===== src/pkg/ssa_map.vh =====
// Constants for the simultaneous-sampling converter sequencer.
`ifndef SSA_MAP_VH
`define SSA_MAP_VH
// Mode code field positions.
`define SSA_MODE_PD_BIT 3
`define SSA_MODE_BANK_BIT 2
`define SSA_MODE_CNT_HI 1
`define SSA_MODE_CNT_LO 0
`define SSA_MODE_RESET 4'h0
// Times in nanoseconds.
`define SSA_CONV_TIME_NS 3000
`define SSA_STARTUP_TIME_NS 5000
`define SSA_CLK_PERIOD_NS 4
// Sequencer states.
`define SSA_ST_IDLE 3'h0
`define SSA_ST_CONV 3'h1
`define SSA_ST_DONE 3'h2
`define SSA_ST_PDOWN 3'h3
`define SSA_ST_WAKE 3'h4
`endif


===== src/logic/ssa_result_mem.v =====
// Four-word result store with registered read data.
`timescale 1ns/1ns
module ssa_result_mem #(
    parameter DATA_W = 14,
    parameter ADDR_W = 2
) (
    input wire clk_in,
    input wire wr_en_in,
    input wire [ADDR_W-1:0] wr_addr_in,
    input wire [DATA_W-1:0] wr_data_in,
    input wire [ADDR_W-1:0] rd_addr_in,
    output reg [DATA_W-1:0] rd_data_out
);
    reg [DATA_W-1:0] mem [0:(1<<ADDR_W)-1];

    always @(posedge clk_in) begin
        if (wr_en_in) begin
            mem[wr_addr_in] <= wr_data_in;
        end
        rd_data_out <= mem[rd_addr_in];
    end
endmodule


===== src/logic/ssa_sequencer.v =====
// Sequencer and parallel bus logic of a four-track/hold converter.
//
// Behaviour
// - Trigger rising edge starts sampling and conversion.
// - Done output falls when sequence completes.
// - Each channel takes 3 us of conversion.
// - Rates follow from per-channel conversion time.
// - Results are 14 bits, bit 13 MSB.
// - Low four bus lines carry mode code.
// - Wait 5 us after leaving power-down.
// - Bit3 power-down, bit2 bank, bits1..0 count.
// - Mode persists until rewritten.
// - Trigger ignored while sequence in progress.
// - Reads return channel order, wrap to channel 0.
`timescale 1ns/1ns
`include "ssa_map.vh"
module ssa_sequencer #(
    parameter DATA_W = 14,
    parameter CONV_CYC = (`SSA_CONV_TIME_NS + `SSA_CLK_PERIOD_NS - 1) /
        `SSA_CLK_PERIOD_NS,
    parameter WAKE_CYC = (`SSA_STARTUP_TIME_NS + `SSA_CLK_PERIOD_NS - 1) /
        `SSA_CLK_PERIOD_NS
) (
    input wire clk_in,
    input wire reset_n_in,
    input wire sample_trigger_in,
    input wire chip_select_n_in,
    input wire write_n_in,
    input wire read_n_in,
    input wire [DATA_W-1:0] result_bus_in,
    output reg [DATA_W-1:0] result_bus_out,
    output wire result_bus_oe_n_out,
    output wire done_n_out,
    output wire [1:0] track_channel_out,
    output wire bank_b_sel_out,
    output wire power_down_out,
    output reg sample_hold_out,
    input wire [DATA_W-1:0] adc_data_in
);
    // ------------------------------------------------------------
    // Signals
    // ------------------------------------------------------------
    reg [3:0] mode_ff;
    reg [2:0] state_ff;
    reg [2:0] nxt_state;
    reg [12:0] cnt_ff;
    reg [12:0] nxt_cnt;
    reg [1:0] conv_ch_ff;
    reg [1:0] rd_ptr_ff;
    reg [1:0] run_last_ff;
    reg done_n_ff;
    reg trig_d_ff;
    reg wr_d_ff;
    reg rd_d_ff;
    reg cs_d_ff;
    wire [DATA_W-1:0] mem_rd_data;
    wire mem_wr;
    wire trig_rise;
    wire wr_end;
    wire rd_fall;
    wire rd_rise;
    wire [1:0] last_ch;

    function is_power_down;
        input [3:0] code;
        begin
            is_power_down = code[`SSA_MODE_PD_BIT];
        end
    endfunction

    // ------------------------------------------------------------
    // Strobe edges
    // ------------------------------------------------------------
    // The sequencer keeps running while the host strobes the bus,
    // so all edges are detected on plain samples.
    assign trig_rise = sample_trigger_in & ~trig_d_ff;
    // Write ends on the strobe or the select rising, select low before.
    assign wr_end = ~cs_d_ff & ~wr_d_ff &
        (write_n_in | chip_select_n_in);
    assign rd_fall = ~chip_select_n_in & ~read_n_in & rd_d_ff;
    assign rd_rise = ~chip_select_n_in & read_n_in & ~rd_d_ff;
    assign last_ch = run_last_ff;

    always @(posedge clk_in) begin
        if (!reset_n_in) begin
            trig_d_ff <= 1'b0;
            wr_d_ff <= 1'b1;
            rd_d_ff <= 1'b1;
            cs_d_ff <= 1'b1;
        end else begin
            trig_d_ff <= sample_trigger_in;
            wr_d_ff <= write_n_in;
            rd_d_ff <= read_n_in;
            cs_d_ff <= chip_select_n_in;
        end
    end

    // ------------------------------------------------------------
    // Mode register
    // ------------------------------------------------------------
    // A write during a running sequence switches the bank at once; count and power-down take effect for the next one.
    always @(posedge clk_in) begin
        if (!reset_n_in) begin
            mode_ff <= `SSA_MODE_RESET;
        end else if (wr_end) begin
            mode_ff <= result_bus_in[`SSA_MODE_PD_BIT:`SSA_MODE_CNT_LO];
        end
    end

    // ------------------------------------------------------------
    // Conversion sequencer
    // ------------------------------------------------------------
    always @* begin
        nxt_state = state_ff;
        nxt_cnt = cnt_ff;
        case (state_ff)
            `SSA_ST_IDLE, `SSA_ST_DONE: begin
                if (is_power_down(mode_ff)) begin
                    nxt_state = `SSA_ST_PDOWN;
                end else if (trig_rise) begin
                    nxt_state = `SSA_ST_CONV;
                    nxt_cnt = 13'h0000;
                end
            end
            `SSA_ST_CONV: begin
                // Triggers are not looked at here.
                if (cnt_ff == CONV_CYC[12:0] - 13'h0001) begin
                    nxt_cnt = 13'h0000;
                    if (conv_ch_ff == last_ch) begin
                        nxt_state = `SSA_ST_DONE;
                    end
                end else begin
                    nxt_cnt = cnt_ff + 13'h0001;
                end
            end
            `SSA_ST_PDOWN: begin
                if (!is_power_down(mode_ff)) begin
                    nxt_state = `SSA_ST_WAKE;
                    nxt_cnt = 13'h0000;
                end
            end
            `SSA_ST_WAKE: begin
                // Triggers during wake-up are dropped.
                if (cnt_ff == WAKE_CYC[12:0] - 13'h0001) begin
                    nxt_state = `SSA_ST_IDLE;
                end else begin
                    nxt_cnt = cnt_ff + 13'h0001;
                end
            end
            default: begin
                nxt_state = `SSA_ST_IDLE;
            end
        endcase
    end

    assign mem_wr = (state_ff == `SSA_ST_CONV) &&
        (cnt_ff == CONV_CYC[12:0] - 13'h0001);

    always @(posedge clk_in) begin
        if (!reset_n_in) begin
            state_ff <= `SSA_ST_IDLE;
            cnt_ff <= 13'h0000;
            conv_ch_ff <= 2'h0;
            run_last_ff <= 2'h0;
            sample_hold_out <= 1'b0;
        end else begin
            state_ff <= nxt_state;
            cnt_ff <= nxt_cnt;
            // The count is frozen at the trigger, so a mode write during a
            // sequence cannot cut it short or lose the read wrap point.
            if (state_ff != `SSA_ST_CONV && nxt_state == `SSA_ST_CONV) begin
                run_last_ff <= mode_ff[`SSA_MODE_CNT_HI:`SSA_MODE_CNT_LO];
            end
            sample_hold_out <= (nxt_state == `SSA_ST_CONV);
            if (state_ff != `SSA_ST_CONV) begin
                conv_ch_ff <= 2'h0;
            end else if (mem_wr) begin
                conv_ch_ff <= conv_ch_ff + 2'h1;
            end
        end
    end

    // ------------------------------------------------------------
    // Done flag and read pointer
    // ------------------------------------------------------------
    always @(posedge clk_in) begin
        if (!reset_n_in) begin
            done_n_ff <= 1'b1;
            rd_ptr_ff <= 2'h0;
        end else begin
            if (mem_wr && conv_ch_ff == last_ch) begin
                done_n_ff <= 1'b0;
                rd_ptr_ff <= 2'h0;
            end else begin
                if (rd_fall || trig_rise) begin
                    done_n_ff <= 1'b1;
                end
                if (rd_rise) begin
                    if (rd_ptr_ff >= last_ch) begin
                        rd_ptr_ff <= 2'h0;
                    end else begin
                        rd_ptr_ff <= rd_ptr_ff + 2'h1;
                    end
                end
            end
        end
    end

    ssa_result_mem #(
        .DATA_W(DATA_W),
        .ADDR_W(2)
    ) u_mem (
        .clk_in(clk_in),
        .wr_en_in(mem_wr),
        .wr_addr_in(conv_ch_ff),
        .wr_data_in(adc_data_in),
        .rd_addr_in(rd_ptr_ff),
        .rd_data_out(mem_rd_data)
    );

    // ------------------------------------------------------------
    // Outputs
    // ------------------------------------------------------------
    always @(posedge clk_in) begin
        if (!reset_n_in) begin
            result_bus_out <= {DATA_W{1'b0}};
        end else begin
            result_bus_out <= mem_rd_data;
        end
    end

    // Bus driven only during a selected read.
    assign result_bus_oe_n_out = chip_select_n_in | read_n_in;
    assign done_n_out = done_n_ff;
    assign track_channel_out = conv_ch_ff;
    assign bank_b_sel_out = mode_ff[`SSA_MODE_BANK_BIT];
    assign power_down_out = (state_ff == `SSA_ST_PDOWN);
endmodule


===== config.mk =====
export PLATFORM = sky130hd
export DESIGN_NAME = ssa_sequencer
export DESIGN_NICKNAME = d
export VERILOG_FILES = /design/src/logic/ssa_result_mem.v /design/src/logic/ssa_sequencer.v
export VERILOG_INCLUDE_DIRS = /design/src /design/src/pkg
export SDC_FILE = /design/constraint.sdc
export NUM_CORES = 1
export LEC_CHECK = 0
export ABC_AREA = 1
export BUFFER_PORTS_ARGS = -buffer_cell sky130_fd_sc_hd__buf_2
export CORE_MARGIN = 4
export CORE_UTILIZATION = 25
export DETAILED_ROUTE_END_ITERATION = 7
export PLACE_DENSITY = 0.51
export SLEW_MARGIN = 20
export SYNTH_ARGS = -nofsm -noshare
export SYNTH_HDL_FRONTEND = slang
export SYNTH_SLANG_ARGS = --single-unit

===== constraint.sdc =====
create_clock -name clk_in -period 2.8 [get_ports clk_in]
set_input_delay 0.56 -clock clk_in [delete_from_list [all_inputs] [get_ports clk_in]]
set_output_delay 0.56 -clock clk_in [all_outputs]
set_load 0.03 [all_outputs]

==> out/summary.md, run 1 <==
• **top-area cell type share of the netlist area** 36.4%
• **critical path's largest stage delay** 0.47 ns
• **die area** 20,700 um2
• **largest cells by area after synthesis** edfxtp_1 (36%), dfxtp_1 (26%), nand2_1 (5.4%)
• **overall power after layout** 0.00419 W
• **final setup vio count** 0
• **nature of the critical path endpoint** output port
• **data arrival at the endpoint of the critical path** 1.45 ns
• **ratio of cells with drive above 1 in the final layout** 21.5%
• **die boundary width** 144 um
• **flops & latches, synth** 116
• **post-route standard cell area excluding fillers** 5720 um2
• **area of placed instances** 5140 um2
• **number of antenna diodes** 0
• **number of cells in the finished layout apart from fillers** 764
• **number of vias in the routed layout** 3,320
• **worst min-delay path category** in -> reg
• **TritonCTS clock tree** built
• **count of unique library cells instantiated by Yosys** 33
• **mean post-synth cell area** 9.99 um2
• **placeable core area** 18,100 um2
• **unrepaired setup endpoints after global routing** false
• **Slew @ Worst Pin** 0.527 ns
• **Layout area overhead** 23.8%
• **required time of the worst setup path** 2.24 ns
• **crit-path max FO** 5
• **clock insertion delay at the later pin of the skew report** 0.41 ns
• **number of fill cells in the layout** 1,849
• **max cap viols** 0
• **number of antenna violations at the first check in global routing** 0
• **commonest cells after routing, fill and taps aside** nand2_1 (67), dfxtp_1 (60), nor2_1 (59)
• **remaining number of nets flagged by the antenna check after routing** 0
• **most common library cell in the layout ignoring fill and taps** nand2_1
• **Async SR Flop Fraction** 0%
• **count of yosys warnings during synthesis** 0
• **post-detail-place hpwl** 6820 um
• **cell count after synthesis** 463
• **CP bufs+invs** 2
• **die height** 144 um
• **EDFF count, synth** 56
• **dominant cell type by area after synthesis** edfxtp_1
• **average wire per cell in the routed design** 13.5 um
• **slowest CP cell** dfxtp_1
• **DR pass1 iterations** 4
• **Tot GR Track Use** 10.8%
• **number of buffers added on ports** 44
• **I/O pin cnt** 55
• **last weighted congestion value of the routability-driven placer** 0.864
• **shortest clock period the worst path allows after layout** 2.01 ns
• **cell family contributing the most delay on the critical path** flip-flops
• **LEAKAGE** 2.29 nW
• **critical path startpoint category** register
• **largest net degree at the start of global routing** 31
• **Post-CTS Setup Inserts** 0
• **Via density** 4.35
• **# resized after CTS** 0
• **level count of the clock H-tree** 4
• **number of cell rows** 49
• **number of nets in the synthesized netlist** 505
• **share of synthesized area occupied by flip-flops and latches** 62.3%
• **wire length of the first global-routing pass** 16,800 um
• **count of hold buffers inserted by post-cts repair** 0
• **Starting Density** 25.6%
• **worst clock skew on the final layout** 0.00745 ns
• **status** complete, no violations
• **overflow left after global routing** 0
• **Sinks on Clock Net** 116
• **final worst path period share** 71.6%
• **highest achievable clock rate** 499 MHz
• **routed wire length** 10,300 um
• **via count of the first global-routing pass** 3,290
• **Clock transition at path regs** 0.05 ns
• **worst max-slew margin expressed relative to the limit** 64.8%
• **total standard cell area after synthesis** 4620 um2
• **Fin Setup TNS** 0 ns
• **main flop type after synthesis** dfxtp_1
• **CTS buffer count** 17
• **DRC violations left** 0
• **Hold Vio Cnt, Final** 0
• **number of nets in the finished design** 564
• **total power per unit cell area** 733 nW/um2
• **Clock Root Buffer** clkbuf_16
• **worst ir drop on vdd** 0.363 mV
• **Worst Path Class, Setup** reg -> out
• **cell breakdown of the critical path** inv_1 > nor3_1 > buf_2
• **Longest Clk Path Bufs** 2
• **post-placement cell count** 732
• **Iter 0 DRT Violations** 179
• **count of final max-slew check failures** 0
## final timing paths
check	from	endpoint	slack, ns	cells past startpoint
setup / recovery	state_ff[1]	power_down_out	0.79	3
hold / removal	sample_trigger_in	trig_d_ff	0.34	3
setup reg to reg	state_ff[0]	u_mem.mem[3][8]	0.88	5
hold reg to reg	u_mem.rd_data_out[12]	result_bus_out[12]	0.41	2
## worst min-delay path, cell delays in order
cell and delay [ns]:
buf_2 0.09, nand2_1 0.04, inv_1 0.04
## cell usage after synthesis, types with 2 or more instances
| library cell | number |
|---|---|
| nor2_1 | 59 |
| o21ai_0 | 39 |
| nor3_4 | 3 |
| clkbuf_1 | 11 |
| nor2_2 | 2 |
| a21oi_2 | 3 |
| nand2_2 | 4 |
| nor2_4 | 2 |
| xor2_1 | 4 |
| ha_1 | 8 |
| a21oi_1 | 15 |
| nand3_1 | 12 |
| o21ai_1 | 3 |
| o21ai_2 | 3 |
| o211ai_1 | 2 |
| dfxtp_1 | 60 |
| nand4_1 | 7 |
| o22ai_1 | 14 |
| inv_1 | 58 |
| nor3_1 | 11 |
| edfxtp_1 | 56 |
| inv_2 | 4 |
| nand2_4 | 4 |
| nand2_1 | 67 |
| nand3_2 | 4 |
## registers in the layout, summed over array words and instances (netlist names)
name               flops
u_mem.mem             56
result_bus_out        14
u_mem.rd_data_out     14
cnt_ff                13
mode_ff                4
state_ff               3
last_ch                2
rd_ptr_ff              2
track_channel_out      2
cs_d_ff                1
done_n_out             1
rd_d_ff                1
sample_hold_out        1
trig_d_ff              1
wr_d_ff                1
## area by class of cell
class	count	area [um2]	area share [%]
Timing Repair Buffer	52	280	4.90
Clock buffer	20	447	7.80
Multi-Input combinational cell	272	1450	25.4
Tap cell	229	287	5.01
Sequential cell	116	2880	50.4
Clock inverter	12	133	2.32
Inverter	63	241	4.22
## cell families after synthesis
family	after synthesis	share of synthesized area, %
buffers and inverters	75	6.22
AO/OA/AOI/OAI	81	9.82
AND/OR/NAND/NOR	179	18.7
adder cells (fa/ha/maj)	8	2.16
flip-flops	116	62.3
XOR/XNOR	4	0.757
## layer usage
layer  track usage, %  vias up  part of all wire [%]
met4             4.66        0                   1.7
li1                 -     1664                     -
met1             13.1     1577                    46
met3             3.90       18                   4.7
met5                0        -                     0
met2             17.2       61                    47
## where the power goes
| group | switching, W | internal, W |
|---|---|---|
| sequential | 0.0000166 | 0.00181 |
| clock | 0.000773 | 0.00133 |
| combinational | 0.000178 | 0.0000847 |
| total | 0.000967 | 0.00323 |
## metrics by stage
stage,hold slack (ns),utilization (%),setup slack (ns)
3_3_place_gp,0.399,28.4,0.897
2_1_floorplan,0.390,-,0.806
6_report,0.340,31.6,0.794
3_5_place_dp,0.406,28.4,0.860
4_1_cts,0.319,31.6,0.771
5_1_grt,0.339,31.6,0.647
No activity file was read; power rests on OpenSTA's default activity.
==> inputs of run 2 (changes only) <==
--- a/config.mk
+++ b/config.mk
@@ -6,7 +6,7 @@
 export SDC_FILE = /design/constraint.sdc
 export NUM_CORES = 1
 export LEC_CHECK = 0
-export ABC_AREA = 1
+export ABC_AREA = 0
 export BUFFER_PORTS_ARGS = -buffer_cell sky130_fd_sc_hd__buf_2
 export CORE_MARGIN = 4
 export CORE_UTILIZATION = 25
==> constraint.sdc (replaced) <==
create_clock -name clk_in -period 2.07 [get_ports clk_in]
set_input_delay 0.414 -clock clk_in [delete_from_list [all_inputs] [get_ports clk_in]]
set_output_delay 0.414 -clock clk_in [all_outputs]
set_load 0.03 [all_outputs]
==> run 2 against run 1 <==
Compared with the run above:
- global-route usage fell by 1.6 points
- register-to-register slack worse by 0.77 ns
- area after synthesis down 6.1%
- cell count decreased by 21%
- non-clock buffer count is 4 higher
- design area is 2.7% lower
- die area fell by 5.8%
- synthesized cell count fell by 34%
- core utilization rose by 1.5 points
- count of clock-buffer cells in the layout unchanged
- first-iteration DRC count down 17%
- clock skew is essentially flat
- critical path type is now reg -> reg
- highest routed layer unchanged
==> out/summary.md, run 2 <==
• **most common library cell in the layout ignoring fill and taps** dfxtp_1
• **post-layout util** 33.1%, +1.5 points
• **portion of total power attributed to sequential cells** 41.5%, -2.1 points
• **Sinks on Clock Net** 116, unchanged
• **post-detail-place hpwl** 5460 um, -20%
• **number of nets in the finished design** 412, -27%
• **Slew @ Worst Pin** 0.464 ns, -0.0631 ns
• **via count of the first global-routing pass** 2,676, -19%
• **required time of the worst setup path** 2.16 ns, -0.08 ns
• **placeable core area** 16,800 um2, -7.0%
• **Switching Share** 19.7%, -3.4 points
• **number of antenna violations at the first check in global routing** 0, unchanged
• **number of vias in the routed layout** 2,568, -23%
• **highest achievable clock rate** 510 MHz
• **Post-CTS Setup Inserts** 0, unchanged
• **Starting Density** 25.8%, +0.24 points
• **total power per unit cell area** 1060 nW/um2, +44%
• **shortest clock period the worst path allows after layout** 1.96 ns
• **share of synthesized area occupied by flip-flops and latches** 66.4%, +4.1 points
• **count of yosys warnings during synthesis** 0, unchanged
• **CTS buffer count** 17, unchanged
• **TritonCTS clock tree** built
• **critical path startpoint category** register
• **level count of the clock H-tree** 4, unchanged
• **total standard cell area after synthesis** 4340 um2, -6.1%
• **number of buffers added on ports** 44, unchanged
• **worst ir drop on vdd** 0.649 mV, +79%
• **dominant cell type by area after synthesis** edfxtp_1
• **EDFF count, synth** 56, unchanged
• **status** complete, no violations
• **number of fill cells in the layout** 1,694, -8.4%
• **overflow left after global routing** 0, unchanged
• **number of cells in the finished layout apart from fillers** 603, -21%
• **registers with the highest flip-flop counts** u_mem.mem x56, result_bus_out x14, u_mem.rd_data_out x14
• **max cap viols** 0, unchanged
• **final hold slack** 0.203 ns, -0.137 ns
• **Worst Path Class, Setup** reg -> reg
• **cell with the most instances after synthesis** dfxtp_1
• **Longest Clk Path Bufs** 2, unchanged
• **top-area cell type share of the netlist area** 38.7%, +2.4 points
• **I/O pin cnt** 55, unchanged
• **Hold Vio Cnt, Final** 0, unchanged
• **DRC violations left** 0, unchanged
• **post-placement cell count** 571, -22%
• **average wire per cell in the routed design** 13.8 um, +2.3%
• **Layout area overhead** 28.4%
• **top cell types by occurrence after synthesis** dfxtp_1 (60), edfxtp_1 (56), nor2_1 (30), and2_1 (16)
• **final setup vio count** 0, unchanged
• **Most flops, register** u_mem.mem
• **count of final max-slew check failures** 0, unchanged
• **number of flip-flops under the largest register name** 56, unchanged
• **largest cells by area after synthesis** edfxtp_1 (39%), dfxtp_1 (28%), mux4_2 (7.3%)
• **cell count after synthesis** 307, -34%
• **final worst path period share** 94.7%
• **clock share of power** 54.4%, +4.2 points
• **nature of the critical path endpoint** register
• **count of unique library cells instantiated by Yosys** 47, +42%
• **wire length of the first global-routing pass** 13,800 um, -18%
• **crit-path max FO** 14, +9
• **Clock Root Buffer** clkbuf_16
• **area of the multi-input gates** 1390 um2, -4.1%
• **number of antenna diodes** 0, unchanged
• **remaining number of nets flagged by the antenna check after routing** 0, unchanged
• **data arrival at the endpoint of the critical path** 2.05 ns, +0.60 ns
• **worst max-slew margin expressed relative to the limit** 69.0%, +4.1 points
• **commonest cells after routing, fill and taps aside** dfxtp_1 (60), edfxtp_1 (56), buf_2 (44)
• **die height** 140 um, -2.9%
• **worst min-delay path category** in -> reg
• **Tot GR Track Use** 9.18%, -1.6 points
• **routed wire length** 8310 um, -19%
• **worst clock skew on the final layout** 0.00766 ns, +0.000211 ns
• **largest net degree at the start of global routing** 17, -45%
• **LEAKAGE** 2.00 nW, -13%
• **Iter 0 DRT Violations** 149, -17%
• **last weighted congestion value of the routability-driven placer** 0.729, -16%
• **combinational group share of total power** 4.1%, -2.2 points
• **DR pass1 iterations** 4, unchanged
• **die area** 19,500 um2, -5.8%
• **net switching power figure** 0.00116 W, +20%
• **Sequential Area** 2880 um2, unchanged
• **Via density** 4.26, -2.0%
• **die boundary width** 140 um, -2.9%
• **ratio of cells with drive above 1 in the final layout** 30.0%, +8.5 points
• **mean post-synth cell area** 14.1 um2, +42%
• **unrepaired setup endpoints after global routing** true
• **number of nets in the synthesized netlist** 349, -31%
• **Clock transition at path regs** 0.05 ns, about the same
• **main flop type after synthesis** dfxtp_1
• **clock insertion delay at the later pin of the skew report** 0.41 ns, about the same
• **Async SR Flop Fraction** 0%, unchanged
• **number of cell rows** 47, -4.1%
• **internal power of the cells** 0.00472 W, +46%
• **flops & latches, synth** 116, unchanged
## run 2: timing repair
| item | CTS | global route |
|---|---|---|
| resized for setup | 0 | 2 |
| endpoints found under the hold margin | 0 | 0 |
| hold buffers | 0 | 0 |
| endpoints found under the setup margin | 0 | 57 |
## run 2: through the flow
stage,setup TNS (ns),cell area [um2],worst slack (ns),power (W)
after floorplan,0,4360,0.0721,0.00263
after global placement,0,4900,0.0738,0.00273
after CTS,0,5560,0.0633,0.00597
after global routing,-0.00861,5570,-0.00308,0.00612
after detailed placement,0,4900,0.0778,0.00273
final,0,5570,0.110,0.00588
## run 2: logic make-up (layout without fill, tap and decap cells)
logic type / count (synthesis) / count (layout) / synth area share [%]
DFF: 116 / 116 / 66.4
and+or+nand+nor: 95 / 95 / 12.3
AOI/OAI and AO/OA: 31 / 31 / 5.04
muxes: 22 / 22 / 9.11
buffers and inverters: 21 / 97 / 2.02
xor gates and xnor gates: 14 / 14 / 2.83
adders and majority gates: 8 / 8 / 2.31
## run 2: worst max-delay path, stage by stage (launching register included)
cell and delay (ns):
dfxtp_1 0.30, inv_1 0.05, ha_1 0.14, or4b_4 0.48
nor4_4 0.16, buf_6 0.17, and3_4 0.34
## run 2: path summary, 6_finish.rpt
path / start / endpoint / slack [ns] / depth (start not counted)
min: write_n_in / wr_d_ff / 0.20 / 2
max: cnt_ff[1] / u_mem.mem[2][2] / 0.11 / 6
max reg2reg: cnt_ff[1] / u_mem.mem[2][2] / 0.11 / 6
min reg2reg: u_mem.rd_data_out[9] / result_bus_out[9] / 0.43 / 1
## run 2: layout make-up
| cell class | instances | area share [%] |
|---|---|---|
| multi-input cells | 170 | 25.0 |
| clock inverters | 12 | 3.64 |
| well taps | 220 | 4.94 |
| repair buffers | 56 | 5.86 |
| clock buffers | 20 | 8.20 |
| inverters | 9 | 0.606 |
| flip-flops and latches | 116 | 51.7 |
## run 2: power groups by stage
stage / clock network (W) / logic, W / registers (W)
floorplan: 0 / 0.000125 / 0.00251
global placement: 0 / 0.000241 / 0.00249
detailed placement: 0 / 0.000245 / 0.00249
CTS: 0.00328 / 0.000246 / 0.00244
global route: 0.00341 / 0.000269 / 0.00244
finish: 0.00320 / 0.000243 / 0.00244
## run 2: layer usage
metal / track usage, % / share of wire [%]
met5: 0 / 0
met4: 5.05 / 1.4
met3: 3.22 / 4.4
met2: 13.1 / 46
met1: 12.1 / 49
==> inputs of run 3 (changes only) <==
--- a/config.mk
+++ b/config.mk
@@ -7,9 +7,11 @@
 export NUM_CORES = 1
 export LEC_CHECK = 0
 export ABC_AREA = 0
+export ABC_CLOCK_PERIOD_IN_PS = 2070
 export BUFFER_PORTS_ARGS = -buffer_cell sky130_fd_sc_hd__buf_2
 export CORE_MARGIN = 4
 export CORE_UTILIZATION = 25
+export CTS_BUF_LIST = sky130_fd_sc_hd__clkbuf_4 sky130_fd_sc_hd__clkbuf_8
 export DETAILED_ROUTE_END_ITERATION = 7
 export PLACE_DENSITY = 0.51
 export SLEW_MARGIN = 20
==> run 3 against run 2 <==
Compared with the run above:
- register-to-register slack hardly changed
- cell count stayed put
- design area is 3.4% lower
- count of clock-buffer cells in the layout stayed put
- clock power is 24% lower
- clock skew is 0.0018 ns higher
- power is 13% lower
- via count is 0.62% higher
==> out/summary.md, run 3 (synthesis gave the netlist of run 2 again) <==
• **Clock Root Buffer** clkbuf_8
• **area of placed instances** 4900 um2, unchanged
• **worst setup slack after placement** 0.0778 ns, unchanged
• **number of antenna violations at the first check in global routing** 0, unchanged
• **die height** 140 um, unchanged
• **nature of the critical path endpoint** register
• **shortest clock period the worst path allows after layout** 1.96 ns, +0.00109 ns
• **DR pass1 iterations** 4, unchanged
• **number of flip-flops under the largest register name** 56, unchanged
• **beginning of the worst register-to-register path** cnt_ff[1]
• **Via density** 4.29, +0.62%
• **Hold Vio Cnt, Final** 0, unchanged
• **required time of the worst setup path** 2.19 ns, +0.03 ns
• **TritonCTS clock tree** built
• **die boundary width** 140 um, unchanged
• **ratio of cells with drive above 1 in the final layout** 30.3%, +0.26 points
• **number of cells in the finished layout apart from fillers** 603, unchanged
• **DRC violations left** 0, unchanged
• **via count of the first global-routing pass** 2,644, -1.2%
• **Clock transition at path regs** 0.07 ns, +0.02 ns
• **level count of the clock H-tree** 4, unchanged
• **I/O pin cnt** 55, unchanged
• **clock insertion delay at the later pin of the skew report** 0.43 ns, +0.02 ns
• **critical path startpoint category** register
• **post-placement cell count** 571, unchanged
• **startpoint of the worst setup timing path** cnt_ff[1]
• **number of cell rows** 47, unchanged
• **Min-Delay Startpoint** write_n_in
• **most common library cell in the layout ignoring fill and taps** dfxtp_1
• **wire length of the first global-routing pass** 13,700 um, -0.60%
• **average wire per cell in the routed design** 13.8 um, +0.13%
• **worst clock skew on the final layout** 0.00942 ns, +0.00176 ns
• **count of final max-slew check failures** 0, unchanged
• **Tot GR Track Use** 9.15%, -0.029 points
• **number of nets in the finished design** 412, unchanged
• **max cap viols** 0, unchanged
• **number of antenna diodes** 0, unchanged
• **overflow left after global routing** 0, unchanged
• **largest net degree at the start of global routing** 17, unchanged
• **last weighted congestion value of the routability-driven placer** 0.729, unchanged
• **worst min-delay path category** in -> reg
• **Most flops, register** u_mem.mem
• **Post-CTS Setup Inserts** 0, unchanged
• **placeable core area** 16,800 um2, unchanged
• **Fin Setup TNS** 0 ns, unchanged
• **worst ir drop on vdd** 0.537 mV, -17%
• **total power per unit cell area** 947 nW/um2, -10%
• **Iter 0 DRT Violations** 153, +2.7%
• **final hold slack** 0.178 ns, -0.0247 ns
• **unrepaired setup endpoints after global routing** false
• **highest achievable clock rate** 510 MHz, about the same
• **final worst path period share** 94.7%, about the same
• **critical path's largest stage delay** 0.48 ns, about the same
• **worst max-slew margin expressed relative to the limit** 67.6%, -1.3 points
• **LEAKAGE** 1.91 nW, -4.3%
• **Starting Density** 25.8%, unchanged
• **# resized after CTS** 0, unchanged
• **register-to-register setup slack** 0.11 ns, about the same
• **Slew @ Worst Pin** 0.484 ns, +0.0205 ns
• **number of vias in the routed layout** 2,584, +0.62%
• **final setup vio count** 0, unchanged
• **number of buffers added on ports** 44, unchanged
• **Longest Clk Path Bufs** 2, unchanged
• **post-detail-place hpwl** 5460 um, unchanged
• **data arrival at the endpoint of the critical path** 2.08 ns, +0.03 ns
• **commonest cells after routing, fill and taps aside** dfxtp_1 (59), edfxtp_1 (56), buf_2 (44)
• **status** complete, no violations
• **registers with the highest flip-flop counts** u_mem.mem x56, result_bus_out x14, u_mem.rd_data_out x14
• **crit-path max FO** 14, unchanged
• **routed wire length** 8320 um, +0.13%
• **Worst Path Class, Setup** reg -> reg
• **die area** 19,500 um2, unchanged
• **remaining number of nets flagged by the antenna check after routing** 0, unchanged
• **count of hold buffers inserted by post-cts repair** 0, unchanged
• **Layout area overhead** 24.0%
• **cell breakdown of the critical path** inv_1 > ha_1 > or4b_4 > nor4_4 > buf_6 > and3_4
• **Sinks on Clock Net** 116, unchanged
• **CTS buffer count** 17, unchanged
• **least setup slack across all paths after layout** 0.109 ns, -0.00109 ns
• **post-route standard cell area excluding fillers** 5380 um2, -3.4%
• **slowest CP cell** or4b_4
-- run 3: cell counts in the layout (fill, tap and decap cells not counted) --
No cell type changed its count.
-- run 3: critical path, delay by kind of cell, from the launching register on --
kind	cells	cell delay [ns]
adders and majority gates	1	0.14
buffers and inverters	2	0.22
DFF	1	0.32
and+or+nand+nor	3	0.97
-- run 3: layout make-up --
cell class,count,area [um2]
clock buffers,20,269
clock inverters,12,203
fillers,1721,11400
inverters,9,33.8
multi-input cells,170,1390
flip-flops and latches,116,2880
well taps,220,275
repair buffers,56,327
-- run 3: report_power, final --
group	internal [W]	switching [W]	leakage [nW]
Clock	0.00151	0.000904	0.236
Combinational	0.0000953	0.000146	0.676
Sequential	0.00242	0.0000130	0.998
-- run 3: stage by stage --
stage               utilization (%)  total power [W]
finish                         32.0          0.00510
global placement               29.2          0.00273
global route                   32.0          0.00532
CTS                            32.0          0.00518
floorplan                         -          0.00263
detailed placement             29.2          0.00273
-- run 3: final timing paths --
kind | end | depth (start not counted)
setup / recovery | u_mem.mem[2][2] | 6
hold / removal | wr_d_ff | 2
setup reg to reg | u_mem.mem[2][2] | 6
hold reg to reg | result_bus_out[9] | 1
-- run 3: metal layers --
layer	part of all wire [%]	track usage, %	vias to the layer above
li1	-	-	1250
met2	45	13.0	71
met3	4.6	3.40	17
met4	2.0	5.05	0
met1	48	12.0	1246
met5	0	0	-
